==> src/logic/rdiag_pkg.sv <==
// package: register map, codes and timing for reader diagnostic status
package rdiag_pkg;
  // register byte offsets
  localparam logic [7:0] CTRL_OFS   = 8'h00;
  localparam logic [7:0] CONFIG_OFS = 8'h04;
  localparam logic [7:0] CMD_OFS    = 8'h08;
  localparam logic [7:0] REPLY0_OFS = 8'h0C;
  localparam logic [7:0] REPLY1_OFS = 8'h10;
  localparam logic [7:0] REPLY2_OFS = 8'h14;
  // control field positions
  localparam int CTRL_PARAM_LSB  = 0;
  localparam int CTRL_FAMILY_LSB = 8;
  localparam int CTRL_PRES_BIT   = 16;
  localparam int CTRL_ANT_BIT    = 17;
  localparam logic [31:0] CTRL_RESET = 32'h0000_0000;
  // command modes
  localparam logic [7:0] MODE_IDENTITY = 8'h01;
  localparam logic [7:0] MODE_QUALITY  = 8'h02;
  localparam logic [7:0] MODE_READER   = 8'h06;
  // single-tag parameter values
  localparam logic [7:0] SINGLE_TAG_A = 8'h05;
  localparam logic [7:0] SINGLE_TAG_B = 8'h25;
  localparam logic [7:0] MTAG_SINGLE  = 8'h01;
  // family codes
  localparam logic [7:0] FAMILY_NATIVE = 8'h00;
  localparam logic [7:0] FAMILY_ISO    = 8'h01;
  // antenna and presence codes
  localparam logic [7:0] ANT_ON_CODE  = 8'h01;
  localparam logic [7:0] ANT_OFF_CODE = 8'h02;
  localparam logic [7:0] PRES_OFF     = 8'h00;
  localparam logic [7:0] PRES_ON      = 8'h01;
  // tag type codes by ferroelectric memory size
  localparam logic [7:0] TYPE_NO_FRAM  = 8'h01;
  localparam logic [7:0] TYPE_FRAM_8K  = 8'h02;
  localparam logic [7:0] TYPE_FRAM_32K = 8'h03;
  localparam logic [15:0] LOCK_ADDR    = 16'hFF18;
  // field strength good threshold
  localparam logic [7:0] FIELD_GOOD_LIMIT = 8'h28;
  localparam logic [7:0] CNT_MAX          = 8'hFF;
  // presence time step
  localparam int CLK_HZ          = 20_000_000;
  localparam int PRES_STEP_MS    = 10;
  localparam int PRES_STEP_CYC   = CLK_HZ / 1000 * PRES_STEP_MS;
  // event counter indices
  localparam int EV_PASSIVE = 0;
  localparam int EV_ABORT   = 1;
  localparam int EV_CODE    = 2;
  localparam int EV_SIG     = 3;
  localparam int EV_CRC     = 4;
  localparam int EV_HOST    = 5;
  localparam int EV_NUM     = 6;
endpackage : rdiag_pkg

==> src/logic/rdiag_status.sv <==
// module: reader diagnostic status counters and status replies
`timescale 1ns/1ps
`default_nettype none

module rdiag_status #(
  parameter int          PRES_STEP_CYCLES = rdiag_pkg::PRES_STEP_CYC,
  parameter logic [7:0]  MULTI_TAG_COUNT  = 8'h02
) (
  // clock and reset
  input  wire logic        clk_i,
  input  wire logic        rst_i,
  // wishbone slave
  input  wire logic        wb_cyc_i,
  input  wire logic        wb_stb_i,
  input  wire logic        wb_we_i,
  input  wire logic [7:0]  wb_adr_i,
  input  wire logic [3:0]  wb_sel_i,
  input  wire logic [31:0] wb_dat_i,
  output logic      [31:0] wb_dat_o,
  output logic             wb_ack_o,
  // radio side events
  input  wire logic        tag_busy_i,
  input  wire logic        interference_i,
  input  wire logic        abort_err_i,
  input  wire logic        code_err_i,
  input  wire logic        code_err_to_crc_i,
  input  wire logic        sig_err_i,
  input  wire logic        crc_err_i,
  input  wire logic        active_err_i,
  input  wire logic        cmd_done_i,
  input  wire logic [7:0]  cmd_status_i,
  // host link faults
  input  wire logic        host_parity_err_i,
  input  wire logic        host_check_err_i,
  input  wire logic        host_frame_err_i,
  // tag data
  input  wire logic        tag_present_i,
  input  wire logic [31:0] tag_identifier_i,
  input  wire logic [1:0]  tag_fram_size_i,
  input  wire logic [7:0]  tag_lock_byte_i,
  input  wire logic [7:0]  field_strength_value_i,
  // outputs
  output logic             antenna_on_o,
  output logic             presence_indication_o,
  output logic             field_reliable_o,
  output logic [15:0]      lock_addr_o
);

  logic [31:0] ctrl;
  logic [7:0]  ev_cnt [rdiag_pkg::EV_NUM];
  logic [rdiag_pkg::EV_NUM-1:0] ev_inc;
  logic [7:0]  command_status;
  logic [7:0]  quality_passive;
  logic [7:0]  active_error_count;
  logic [7:0]  presence_time_count;
  logic [31:0] step_cnt;
  logic        tag_present_q;
  logic [31:0] reply0;
  logic [31:0] reply1;
  logic [31:0] reply2;
  logic        wr_now;
  logic        cmd_now;
  logic        reader_clear;
  logic        quality_clear;
  logic [7:0]  cmd_mode;
  logic [7:0]  tag_count_param;
  logic [7:0]  tag_family;
  logic        presence_en;
  logic [7:0]  mtag;
  logic [7:0]  antenna_state;
  logic [7:0]  presence_setting;
  logic [7:0]  tag_type;
  logic [31:0] next_rdata;

  function automatic logic [7:0] sat_inc(input logic [7:0] v);
    sat_inc = (v == rdiag_pkg::CNT_MAX) ? v : v + 8'h01;
  endfunction : sat_inc

  // decoded control fields
  assign tag_count_param = ctrl[rdiag_pkg::CTRL_PARAM_LSB +: 8];
  assign tag_family      = ctrl[rdiag_pkg::CTRL_FAMILY_LSB +: 8];
  assign presence_en     = ctrl[rdiag_pkg::CTRL_PRES_BIT];
  assign antenna_on_o    = ctrl[rdiag_pkg::CTRL_ANT_BIT];
  assign lock_addr_o     = rdiag_pkg::LOCK_ADDR;

  // bus strobes: writes and commands act at the edge where ack is seen
  assign wr_now   = wb_cyc_i && wb_stb_i && wb_we_i && wb_ack_o;
  assign cmd_now  = wr_now && (wb_adr_i == rdiag_pkg::CMD_OFS) && wb_sel_i[0];
  assign cmd_mode = wb_dat_i[7:0];
  assign reader_clear  = cmd_now && (cmd_mode == rdiag_pkg::MODE_READER);
  // tag exit or antenna off empties the quality counters
  assign quality_clear = (tag_present_q && !tag_present_i) || !antenna_on_o;

  // configuration status fields
  always_comb begin
    if (tag_count_param == rdiag_pkg::SINGLE_TAG_A ||
        tag_count_param == rdiag_pkg::SINGLE_TAG_B) begin
      mtag = rdiag_pkg::MTAG_SINGLE;
    end else begin
      mtag = MULTI_TAG_COUNT;
    end
  end

  assign antenna_state    = antenna_on_o ? rdiag_pkg::ANT_ON_CODE : rdiag_pkg::ANT_OFF_CODE;
  assign presence_setting = presence_en ? rdiag_pkg::PRES_ON : rdiag_pkg::PRES_OFF;
  assign presence_indication_o = presence_en && tag_present_i;
  assign field_reliable_o = field_strength_value_i < rdiag_pkg::FIELD_GOOD_LIMIT;

  always_comb begin
    case (tag_fram_size_i)
      2'b01:   tag_type = rdiag_pkg::TYPE_FRAM_8K;
      2'b10:   tag_type = rdiag_pkg::TYPE_FRAM_32K;
      default: tag_type = rdiag_pkg::TYPE_NO_FRAM;
    endcase
  end

  // event increments
  always_comb begin
    ev_inc = '0;
    ev_inc[rdiag_pkg::EV_PASSIVE] = interference_i && !tag_busy_i;
    ev_inc[rdiag_pkg::EV_ABORT]   = abort_err_i && tag_busy_i;
    ev_inc[rdiag_pkg::EV_CODE]    = code_err_i && tag_busy_i;
    // a code error always drags a secondary error with it
    ev_inc[rdiag_pkg::EV_SIG] = tag_busy_i &&
      (sig_err_i || (code_err_i && !code_err_to_crc_i));
    ev_inc[rdiag_pkg::EV_CRC] = tag_busy_i &&
      (crc_err_i || (code_err_i && code_err_to_crc_i));
    ev_inc[rdiag_pkg::EV_HOST] =
      host_parity_err_i || host_check_err_i || host_frame_err_i;
  end

  // reader counters: an event in the clearing cycle is kept as one
  generate
    for (genvar i = 0; i < rdiag_pkg::EV_NUM; i++) begin : g_ev
      always_ff @(posedge clk_i) begin
        if (rst_i) begin
          ev_cnt[i] <= 8'h00;
        end else if (reader_clear) begin
          ev_cnt[i] <= ev_inc[i] ? 8'h01 : 8'h00;
        end else if (ev_inc[i]) begin
          ev_cnt[i] <= sat_inc(ev_cnt[i]);
        end
      end
    end
  endgenerate

  // last command status
  always_ff @(posedge clk_i) begin
    if (rst_i) begin
      command_status <= 8'h00;
    end else if (cmd_done_i) begin
      command_status <= cmd_status_i;
    end else if (reader_clear) begin
      command_status <= 8'h00;
    end
  end

  // quality counters, live while the tag stays in the field
  always_ff @(posedge clk_i) begin
    if (rst_i) begin
      tag_present_q <= 1'b0;
    end else begin
      tag_present_q <= tag_present_i;
    end
  end

  always_ff @(posedge clk_i) begin
    if (rst_i || quality_clear) begin
      quality_passive <= 8'h00;
    end else if (ev_inc[rdiag_pkg::EV_PASSIVE]) begin
      quality_passive <= sat_inc(quality_passive);
    end
  end

  always_ff @(posedge clk_i) begin
    if (rst_i || quality_clear) begin
      active_error_count <= 8'h00;
    end else if (active_err_i && tag_busy_i) begin
      active_error_count <= sat_inc(active_error_count);
    end
  end

  // presence time: one step per 10 ms while the tag is present
  always_ff @(posedge clk_i) begin
    if (rst_i || quality_clear || !tag_present_i) begin
      step_cnt <= 32'h0000_0000;
    end else if (step_cnt == 32'(PRES_STEP_CYCLES - 1)) begin
      step_cnt <= 32'h0000_0000;
    end else begin
      step_cnt <= step_cnt + 32'h0000_0001;
    end
  end

  always_ff @(posedge clk_i) begin
    if (rst_i || quality_clear || !tag_present_i) begin
      presence_time_count <= 8'h00;
    end else if (step_cnt == 32'(PRES_STEP_CYCLES - 1)) begin
      presence_time_count <= sat_inc(presence_time_count);
    end
  end

  // control register, byte-lane writes
  always_ff @(posedge clk_i) begin
    if (rst_i) begin
      ctrl <= rdiag_pkg::CTRL_RESET;
    end else if (wr_now && wb_adr_i == rdiag_pkg::CTRL_OFS) begin
      for (int b = 0; b < 4; b++) begin
        if (wb_sel_i[b]) begin
          ctrl[8*b +: 8] <= wb_dat_i[8*b +: 8];
        end
      end
    end
  end

  // replies snapshot on each status command; other modes leave them
  always_ff @(posedge clk_i) begin
    if (rst_i) begin
      reply0 <= 32'h0000_0000;
      reply1 <= 32'h0000_0000;
      reply2 <= 32'h0000_0000;
    end else if (cmd_now) begin
      if (cmd_mode == rdiag_pkg::MODE_READER) begin
        reply0 <= {ev_cnt[rdiag_pkg::EV_SIG], ev_cnt[rdiag_pkg::EV_CODE],
                   ev_cnt[rdiag_pkg::EV_ABORT], ev_cnt[rdiag_pkg::EV_PASSIVE]};
        reply1 <= {8'h00, ev_cnt[rdiag_pkg::EV_HOST], command_status,
                   ev_cnt[rdiag_pkg::EV_CRC]};
        reply2 <= 32'h0000_0000;
      end else if (cmd_mode == rdiag_pkg::MODE_IDENTITY) begin
        reply0 <= tag_identifier_i;
        reply1 <= 32'h0000_0000;
        reply2 <= {16'h0000, tag_lock_byte_i, tag_type};
      end else if (cmd_mode == rdiag_pkg::MODE_QUALITY) begin
        reply0 <= {presence_time_count, active_error_count,
                   quality_passive, field_strength_value_i};
        reply1 <= 32'h0000_0000;
        reply2 <= 32'h0000_0000;
      end
    end
  end

  // read mux; unmapped and write-only offsets read zero
  always_comb begin
    if (wb_adr_i == rdiag_pkg::CTRL_OFS) begin
      next_rdata = ctrl;
    end else if (wb_adr_i == rdiag_pkg::CONFIG_OFS) begin
      next_rdata = {presence_setting, antenna_state,
                    (tag_family == rdiag_pkg::FAMILY_NATIVE) ? rdiag_pkg::FAMILY_NATIVE
                                                             : tag_family, mtag};
    end else if (wb_adr_i == rdiag_pkg::REPLY0_OFS) begin
      next_rdata = reply0;
    end else if (wb_adr_i == rdiag_pkg::REPLY1_OFS) begin
      next_rdata = reply1;
    end else if (wb_adr_i == rdiag_pkg::REPLY2_OFS) begin
      next_rdata = reply2;
    end else begin
      next_rdata = 32'h0000_0000;
    end
  end

  // one wait state; ack drops the cycle after it was given
  always_ff @(posedge clk_i) begin
    if (rst_i) begin
      wb_ack_o <= 1'b0;
      wb_dat_o <= 32'h0000_0000;
    end else begin
      wb_ack_o <= wb_cyc_i && wb_stb_i && !wb_ack_o;
      // data only alongside ack, so a held request never leaves stale data behind
      wb_dat_o <= (wb_cyc_i && wb_stb_i && !wb_we_i && !wb_ack_o) ? next_rdata
                                                                   : 32'h0000_0000;
    end
  end

endmodule : rdiag_status

`default_nettype wire

==> config.mk <==
export PLATFORM = sky130hd
export DESIGN_NAME = rdiag_status
export DESIGN_NICKNAME = d
export VERILOG_FILES = /design/src/logic/rdiag_pkg.sv /design/src/logic/rdiag_status.sv
export SDC_FILE = /design/constraint.sdc
export NUM_CORES = 1
export LEC_CHECK = 0
export BUFFER_PORTS_ARGS = -buffer_cell sky130_fd_sc_hd__buf_4
export CAP_MARGIN = 30
export CELL_PAD_IN_SITES_DETAIL_PLACEMENT = 1
export CELL_PAD_IN_SITES_GLOBAL_PLACEMENT = 1
export CORE_MARGIN = 2
export CORE_UTILIZATION = 47
export CTS_CLUSTER_DIAMETER = 30
export DETAILED_ROUTE_END_ITERATION = 8
export PLACE_DENSITY_LB_ADDON = 0.1
export SLEW_MARGIN = 20
export SYNTH_ARGS = -nofsm -noshare
export SYNTH_HDL_FRONTEND = slang
export SYNTH_SLANG_ARGS = --single-unit
==> constraint.sdc <==
create_clock -name clk_i -period 6.4 [get_ports clk_i]
set_input_delay 0.32 -clock clk_i [delete_from_list [all_inputs] [get_ports clk_i]]
set_output_delay 0.32 -clock clk_i [all_outputs]
set_load 0.01 [all_outputs]
======== Word level (Yosys, flattened, before mapping) ========
Memory sizes are Yosys's and may differ from the RTL's.
Index checks and enable logic that the tools add are counted.
operators by class
  equal/unequal tests ..................... 22
  bitwise operators ....................... 16
  reductions and logical operators ........ 48
  order comparisons ....................... 1
  muxes and demuxes ....................... 73
  $add $sub $neg .......................... 10
operators with widths
  kind                   number
  $mux 32                13
  $mux 8                 21
  $add 8x1->8 const B    9
  $eq 8x8->1 const B     9
  $mux 1                 36
  $add 32x1->32 const B  1
  $eq 32x18->1 const B   1
  $eq 8x3->1 const B     3
  $logic_and 1x1->1      20
  $eq 8x4->1 const B     2
  $eq 8x5->1 const B     2
  $logic_not 8->1        2
  $reduce_and 2->1       8
  $or 1x1->1             12
  $eq 8x1->1 const B     1
  $eq 8x2->1 const B     1
  $eq 8x6->1 const B     1
  $logic_or 1x1->1       8
  $lt 8x6->1 const B     1
  $logic_not 1->1        6
  $mux 2                 2
  $not 1->1              4
  $pmux 2 s2             1
  $reduce_or 2->1        2
  other kinds (4)        4
storage, ports and cells
  word-level logic and storage cells ...... 186
  memory bits (writable) .................. 48
  input port bits ......................... 120
  bits in registers ....................... 226
  memories ................................ 1
memory list
  name    depth  bits a word  rd ports  clocked after Yosys merged registers in  wr ports  RTL line            source
  ev_cnt  6      8            6         0                                        6         rdiag_status.sv:50  logic [7:0] ev_cnt [rdiag_pkg::EV_NUM];

======== Depth between registers and ports, before layout ========
  depth in word-level cells ............... 11
  gate-level depth with buffers ........... 8
  mapped depth without buffers ............ 6

======== Worst setup path before layout ========
Ideal clock, no wire load.
  path kind ............................... input port to flip-flop
  start ................................... in wb_adr_i[5]
  end ..................................... mem ev_cnt[0][0] (enable)
  slack ................................... 4.233 ns
  data required time ...................... 6.016 ns
  data arrival time ....................... 1.783 ns
  cell stages on the path ................. 5
  path through ............................ nor4_2 nand4_1 nor4_2 nor2_1 o21ai_0
RTL lines
  what             RTL line            source
  start, declared  rdiag_status.sv:16  input wire logic [7:0] wb_adr_i,
  end, declared    rdiag_status.sv:50

==> metrics.md <==
| Metric | Value |
|---|---|
| Number of buffers inserted during clock tree synthesis | between 50 and 60 |
| Count of unresolved DRC violations after routing | 0 |
| Kind of cell with the highest combined delay on the critical path | simple AND/OR/NAND/NOR gates |
| Part of the cycle the worst path needs | 40.1% |
| Total standard cell area after synthesis | 11100 um^2 |
| Type of the worst setup path | reg2reg |
| Tightest slew margin relative to the limit | about two fifths |
| Highest metal layer with signal wires | met4 |
| Total wirelength of the detailed-routed design | around 38000 um |
| Setup slack of the most critical reg-to-reg path | 3.83 ns |
| Count of cells along the worst register-to-register path | 6 |
| Die extent in x | 158 um |
| Setup Buffers After CTS | 0 |
| Count of yosys warnings during synthesis | 0 |
| Final clock skew | about 0.019 ns |
| Number of buffers on the longest clock path | 3 |
| Die Y-Extent | 158 um |
| Maximum clock frequency | approximately 0.39 GHz |
| Clock tree from TritonCTS | done |
| IO Port Bufs | 155 |
| Top flip-flop cell by instance count after synthesis | sky130_fd_sc_hd__dfxtp_1 |
| Fraction of final layout cells sized beyond drive strength 1 | 20.4% |
| Post-synthesis async set-or-reset flop share | 0% |
| Core ar. | 23300 um^2 |
| CP arrival | around 2.9 ns |
| Via count of the first global-routing pass | between 10000 and 15000 |
| Worst hold path class | in2reg |
| Number of violations of the max-capacitance limit | 0 |
| Remaining antenna violation count after routing | 0 |
| Count of vias placed by the detailed router | 10100 |
| Largest stage delay, worst path | about 0.7 ns |
| Buffer and inverter count on the worst path | 1 |
| Total I/O pin count | about 170 |
| Number of flops mapped to enable cells by yosys | 48 |
| Sequential-to-total area share from yosys stat | ~48% |
| Final-stage net count | 1492 |
| Initial antenna violation count | 0 |
| Actual slew at the worst max-slew pin | 0.913 ns |
| Final Instance Area | 14600 um^2 |
| Wire length the detailed router placed on met1 | approximately 16000 um |
| Via/cell ratio | approximately 5.8 |
| Static leakage | approximately 5.5 nW |
| Starting density of the core | 47.5% |
| Standard cell area after detailed placement | 12500 um^2 |
| PostCTS Resize Cnt | 0 |
| HPWL reported at the end of detailed placement | 24000 um |
| Number of hold violations in the final report | 0 |
| Pwr per Cell Area | around 340 nW/um^2 |
| Unique cell type count in the Yosys netlist | 60 |
| Max FO, Critical Path | 6 |
| Number of filler cells placed in the layout | 2548 |
| Pre-antenna DRT Iters | 6 |
| Number of H-tree levels | 2 |
| Hold Path Stages | 3 |
| Clock insertion delay at the later pin of the skew report | 0.56 ns |
| Sum of met3 wire segment lengths after detailed routing | about 1900 um |
| Last weighted congestion value of the routability-driven placer | 0.854 |
| Total number of clock tree sinks | about 240 |
| Clk pin slew, worst setup/hold paths | 0.05 ns |
| Cells after Synth | 1197 |
| Largest net degree at the start of global routing | 66 |
| GRT overflow | 0 |
| Status | complete, no violations |
| Full die area | between 20000 and 25000 um^2 |
| Syn-to-layout area delta | 31.6% |
| Fin. max-slew vios | 0 |
| Required arrival time at the worst endpoint | 6.71 ns |
| Wire length on met2 | about 19000 um |
| Sequential cell area | 5370 um^2 |
| Setup Viol. Count Final | 0 |
| Number of cells on the critical path | 6 |
| Max stage delay cell, worst path | sky130_fd_sc_hd__nor2_1 |
| Critical path capture point type | flop |
| Total global routing track utilization | 30.3% |
| List of cells traversed by the critical path | and3b_1, nand4_1, nor4_4, nor2_1, o21ai_0, buf_2 |
| Final period demand of the worst path | 2.57 ns |
| Diode insertion count for antenna repair | 0 |
| Number of DRC violations after detailed-routing iteration 0 | 629 |
| First-pass GRT wire length | 58300 um |
| IR drop worst, VDD | 0.000232 V |
| Per-cell routed wire length | between 20 and 25 um |
| RSZ-0062 raised after global routing | false |
| Crit path launch type | flop |
| Clock root buffer | sky130_fd_sc_hd__clkbuf_16 |
| Multi-input combinational cell area | 5310 um^2 |
| Number of flip-flops and latches in the synthesized netlist | ~240 |
| Final TNS setup | 0 ns |
| FP Rows | 56 |
| Mean cell area of the mapped netlist | between 9 and 10 um^2 |
## worst register-to-register path: stages, from the launching register on
cell                      delay [ns]
sky130_fd_sc_hd__dfxtp_1        0.33
sky130_fd_sc_hd__and3b_1        0.20
sky130_fd_sc_hd__nand4_1        0.20
sky130_fd_sc_hd__nor4_4         0.09
sky130_fd_sc_hd__nor2_1         0.68
sky130_fd_sc_hd__o21ai_0        0.52
sky130_fd_sc_hd__buf_2          0.31
## path summary, 6_finish.rpt
check	start	end
setup / recovery	wb_ack_o	ev_cnt[0][4]
hold / removal	wb_dat_i[19]	ctrl[19]
setup reg to reg	wb_ack_o	ev_cnt[0][4]
hold reg to reg	reply2[12]	reply2[12]
## synth_stat cells (3+ instances only)
| master | n | area, um^2 |
|---|---|---|
| sky130_fd_sc_hd__dfxtp_1 | 196 | 3920 |
| sky130_fd_sc_hd__xor2_1 | 41 | 359 |
| sky130_fd_sc_hd__nor3_1 | 36 | 180 |
| sky130_fd_sc_hd__inv_1 | 19 | 71.3 |
| sky130_fd_sc_hd__or3_1 | 3 | 18.8 |
| sky130_fd_sc_hd__o21ai_0 | 10 | 50.1 |
| sky130_fd_sc_hd__xnor2_1 | 37 | 324 |
| sky130_fd_sc_hd__or4_1 | 8 | 60.1 |
| sky130_fd_sc_hd__clkbuf_1 | 66 | 248 |
| sky130_fd_sc_hd__nor2_1 | 183 | 687 |
| sky130_fd_sc_hd__edfxtp_1 | 48 | 1440 |
| sky130_fd_sc_hd__a22oi_1 | 41 | 308 |
| sky130_fd_sc_hd__a222oi_1 | 12 | 120 |
| sky130_fd_sc_hd__a21oi_1 | 40 | 200 |
| sky130_fd_sc_hd__nor2b_1 | 4 | 25.0 |
| sky130_fd_sc_hd__nand2_1 | 62 | 233 |
| sky130_fd_sc_hd__and2_1 | 6 | 37.5 |
| sky130_fd_sc_hd__and4_1 | 9 | 78.8 |
| sky130_fd_sc_hd__buf_2 | 7 | 35.0 |
| sky130_fd_sc_hd__and3_1 | 15 | 93.8 |
| sky130_fd_sc_hd__ha_1 | 11 | 138 |
| sky130_fd_sc_hd__nand3b_1 | 11 | 82.6 |
| sky130_fd_sc_hd__nand2b_1 | 40 | 250 |
| sky130_fd_sc_hd__nor4_2 | 3 | 37.5 |
| sky130_fd_sc_hd__mux2i_1 | 43 | 430 |
| sky130_fd_sc_hd__nand3_1 | 55 | 275 |
| sky130_fd_sc_hd__buf_4 | 16 | 120 |
| sky130_fd_sc_hd__nand4_1 | 17 | 106 |
| sky130_fd_sc_hd__o22ai_1 | 65 | 407 |
| sky130_fd_sc_hd__a21o_1 | 3 | 22.5 |
| sky130_fd_sc_hd__o22a_1 | 32 | 280 |
| sky130_fd_sc_hd__nor3b_1 | 4 | 30.0 |
| sky130_fd_sc_hd__nor4_1 | 13 | 81.3 |
| sky130_fd_sc_hd__a211oi_1 | 7 | 52.6 |
## layout make-up
cell class	instances	share of cell area (%)
Timing Repair Buffer	181	9.40
Sequential cell	244	36.8
Clock inverter	31	2.90
Tap cell	319	2.74
Multi-Input combinational cell	857	36.4
Inverter	19	0.489
Clock buffer	77	11.3
## where the power goes
part | switching (W) | internal [W] | total (W)
combinational | 0.000109 | 0.0000963 | 0.000206
sequential | 0.0000319 | 0.00160 | 0.00163
clock | 0.000963 | 0.00212 | 0.00309
total | 0.00110 | 0.00382 | 0.00492
## metal layers
layer	track usage [%]	up-vias
met5	0	-
met4	14.1	0
met3	5.20	102
met2	51.5	344
met1	37.5	4972
li1	-	4648
## per-stage QoR
step | hold WS [ns] | utilization (%) | worst slack, ns | power [W] | std cells
after detailed placement | 0.451 | 53.4 | 3.55 | 0.00186 | 1614
after floorplan | 0.409 | - | 4.23 | 0.00175 | 1211
after global routing | 0.0135 | 62.5 | 3.68 | 0.00505 | 1728
after global placement | 0.438 | 53.2 | 3.58 | 0.00185 | 1609
final | 0.00773 | 62.5 | 3.83 | 0.00492 | 1728
after CTS | 0.00121 | 62.5 | 3.88 | 0.00494 | 1728
## cell usage in the layout, fill, tap and decap left out, types with 7 or more instances in the layout
| cell | synthesis | layout |
|---|---|---|
| sky130_fd_sc_hd__xnor2_1 | 37 | 37 |
| sky130_fd_sc_hd__nor3_1 | 36 | 35 |
| sky130_fd_sc_hd__conb_1 | 2 | 16 |
| sky130_fd_sc_hd__o22a_1 | 32 | 32 |
| sky130_fd_sc_hd__or4_1 | 8 | 8 |
| sky130_fd_sc_hd__and4_1 | 9 | 9 |
| sky130_fd_sc_hd__bufinv_16 | 0 | 8 |
| sky130_fd_sc_hd__nor2_1 | 183 | 183 |
| sky130_fd_sc_hd__nor4_1 | 13 | 13 |
| sky130_fd_sc_hd__clkbuf_1 | 66 | 8 |
| sky130_fd_sc_hd__mux2i_1 | 43 | 43 |
| sky130_fd_sc_hd__a222oi_1 | 12 | 12 |
| sky130_fd_sc_hd__o21ai_0 | 10 | 8 |
| sky130_fd_sc_hd__xor2_1 | 41 | 41 |
| sky130_fd_sc_hd__nand2_1 | 62 | 62 |
| sky130_fd_sc_hd__a21oi_1 | 40 | 39 |
| sky130_fd_sc_hd__buf_4 | 16 | 170 |
| sky130_fd_sc_hd__clkbuf_16 | 0 | 59 |
| sky130_fd_sc_hd__a22oi_1 | 41 | 41 |
| sky130_fd_sc_hd__and3_1 | 15 | 15 |
| sky130_fd_sc_hd__nand3b_1 | 11 | 11 |
| sky130_fd_sc_hd__nand4_1 | 17 | 17 |
| sky130_fd_sc_hd__nand3_1 | 55 | 55 |
| sky130_fd_sc_hd__clkbuf_8 | 0 | 10 |
| sky130_fd_sc_hd__o22ai_1 | 65 | 65 |
| sky130_fd_sc_hd__a211oi_1 | 7 | 7 |
| sky130_fd_sc_hd__edfxtp_1 | 48 | 48 |
| sky130_fd_sc_hd__clkinv_2 | 0 | 7 |
| sky130_fd_sc_hd__dfxtp_1 | 196 | 196 |
| sky130_fd_sc_hd__ha_1 | 11 | 11 |
| sky130_fd_sc_hd__nand2b_1 | 40 | 39 |
| sky130_fd_sc_hd__inv_1 | 19 | 19 |
## registers in the layout, summed over array words and instances, names as in the netlist
name                 cells
quality_passive          8
presence_time_count      8
ev_cnt                  48
reply2                  10
active_error_count       8
command_status           8
ctrl                    32
reply1                  24
reply0                  32
step_cnt                32
wb_dat_o                32
wb_ack_o                 1
tag_present_q            1
## timing repair
action | in CTS | in global routing
hold buffers | 6 | 0
setup endpoints to repair | 0 | 0
hold endpoints to repair | 6 | 0
## cells by family after synthesis
kind of cell               Yosys count  synth area share, %
adders and majority gates           11                 1.24
AOI/OAI and AO/OA                  226                 14.2
muxes                               44                 3.99
buffers and inverters              110                 4.35
and+or+nand+nor                    482                 21.6
other                                2               0.0678
DFF                                244                 48.4
xor gates and xnor gates            78                 6.16
Power figures use the tool's default switching activity.
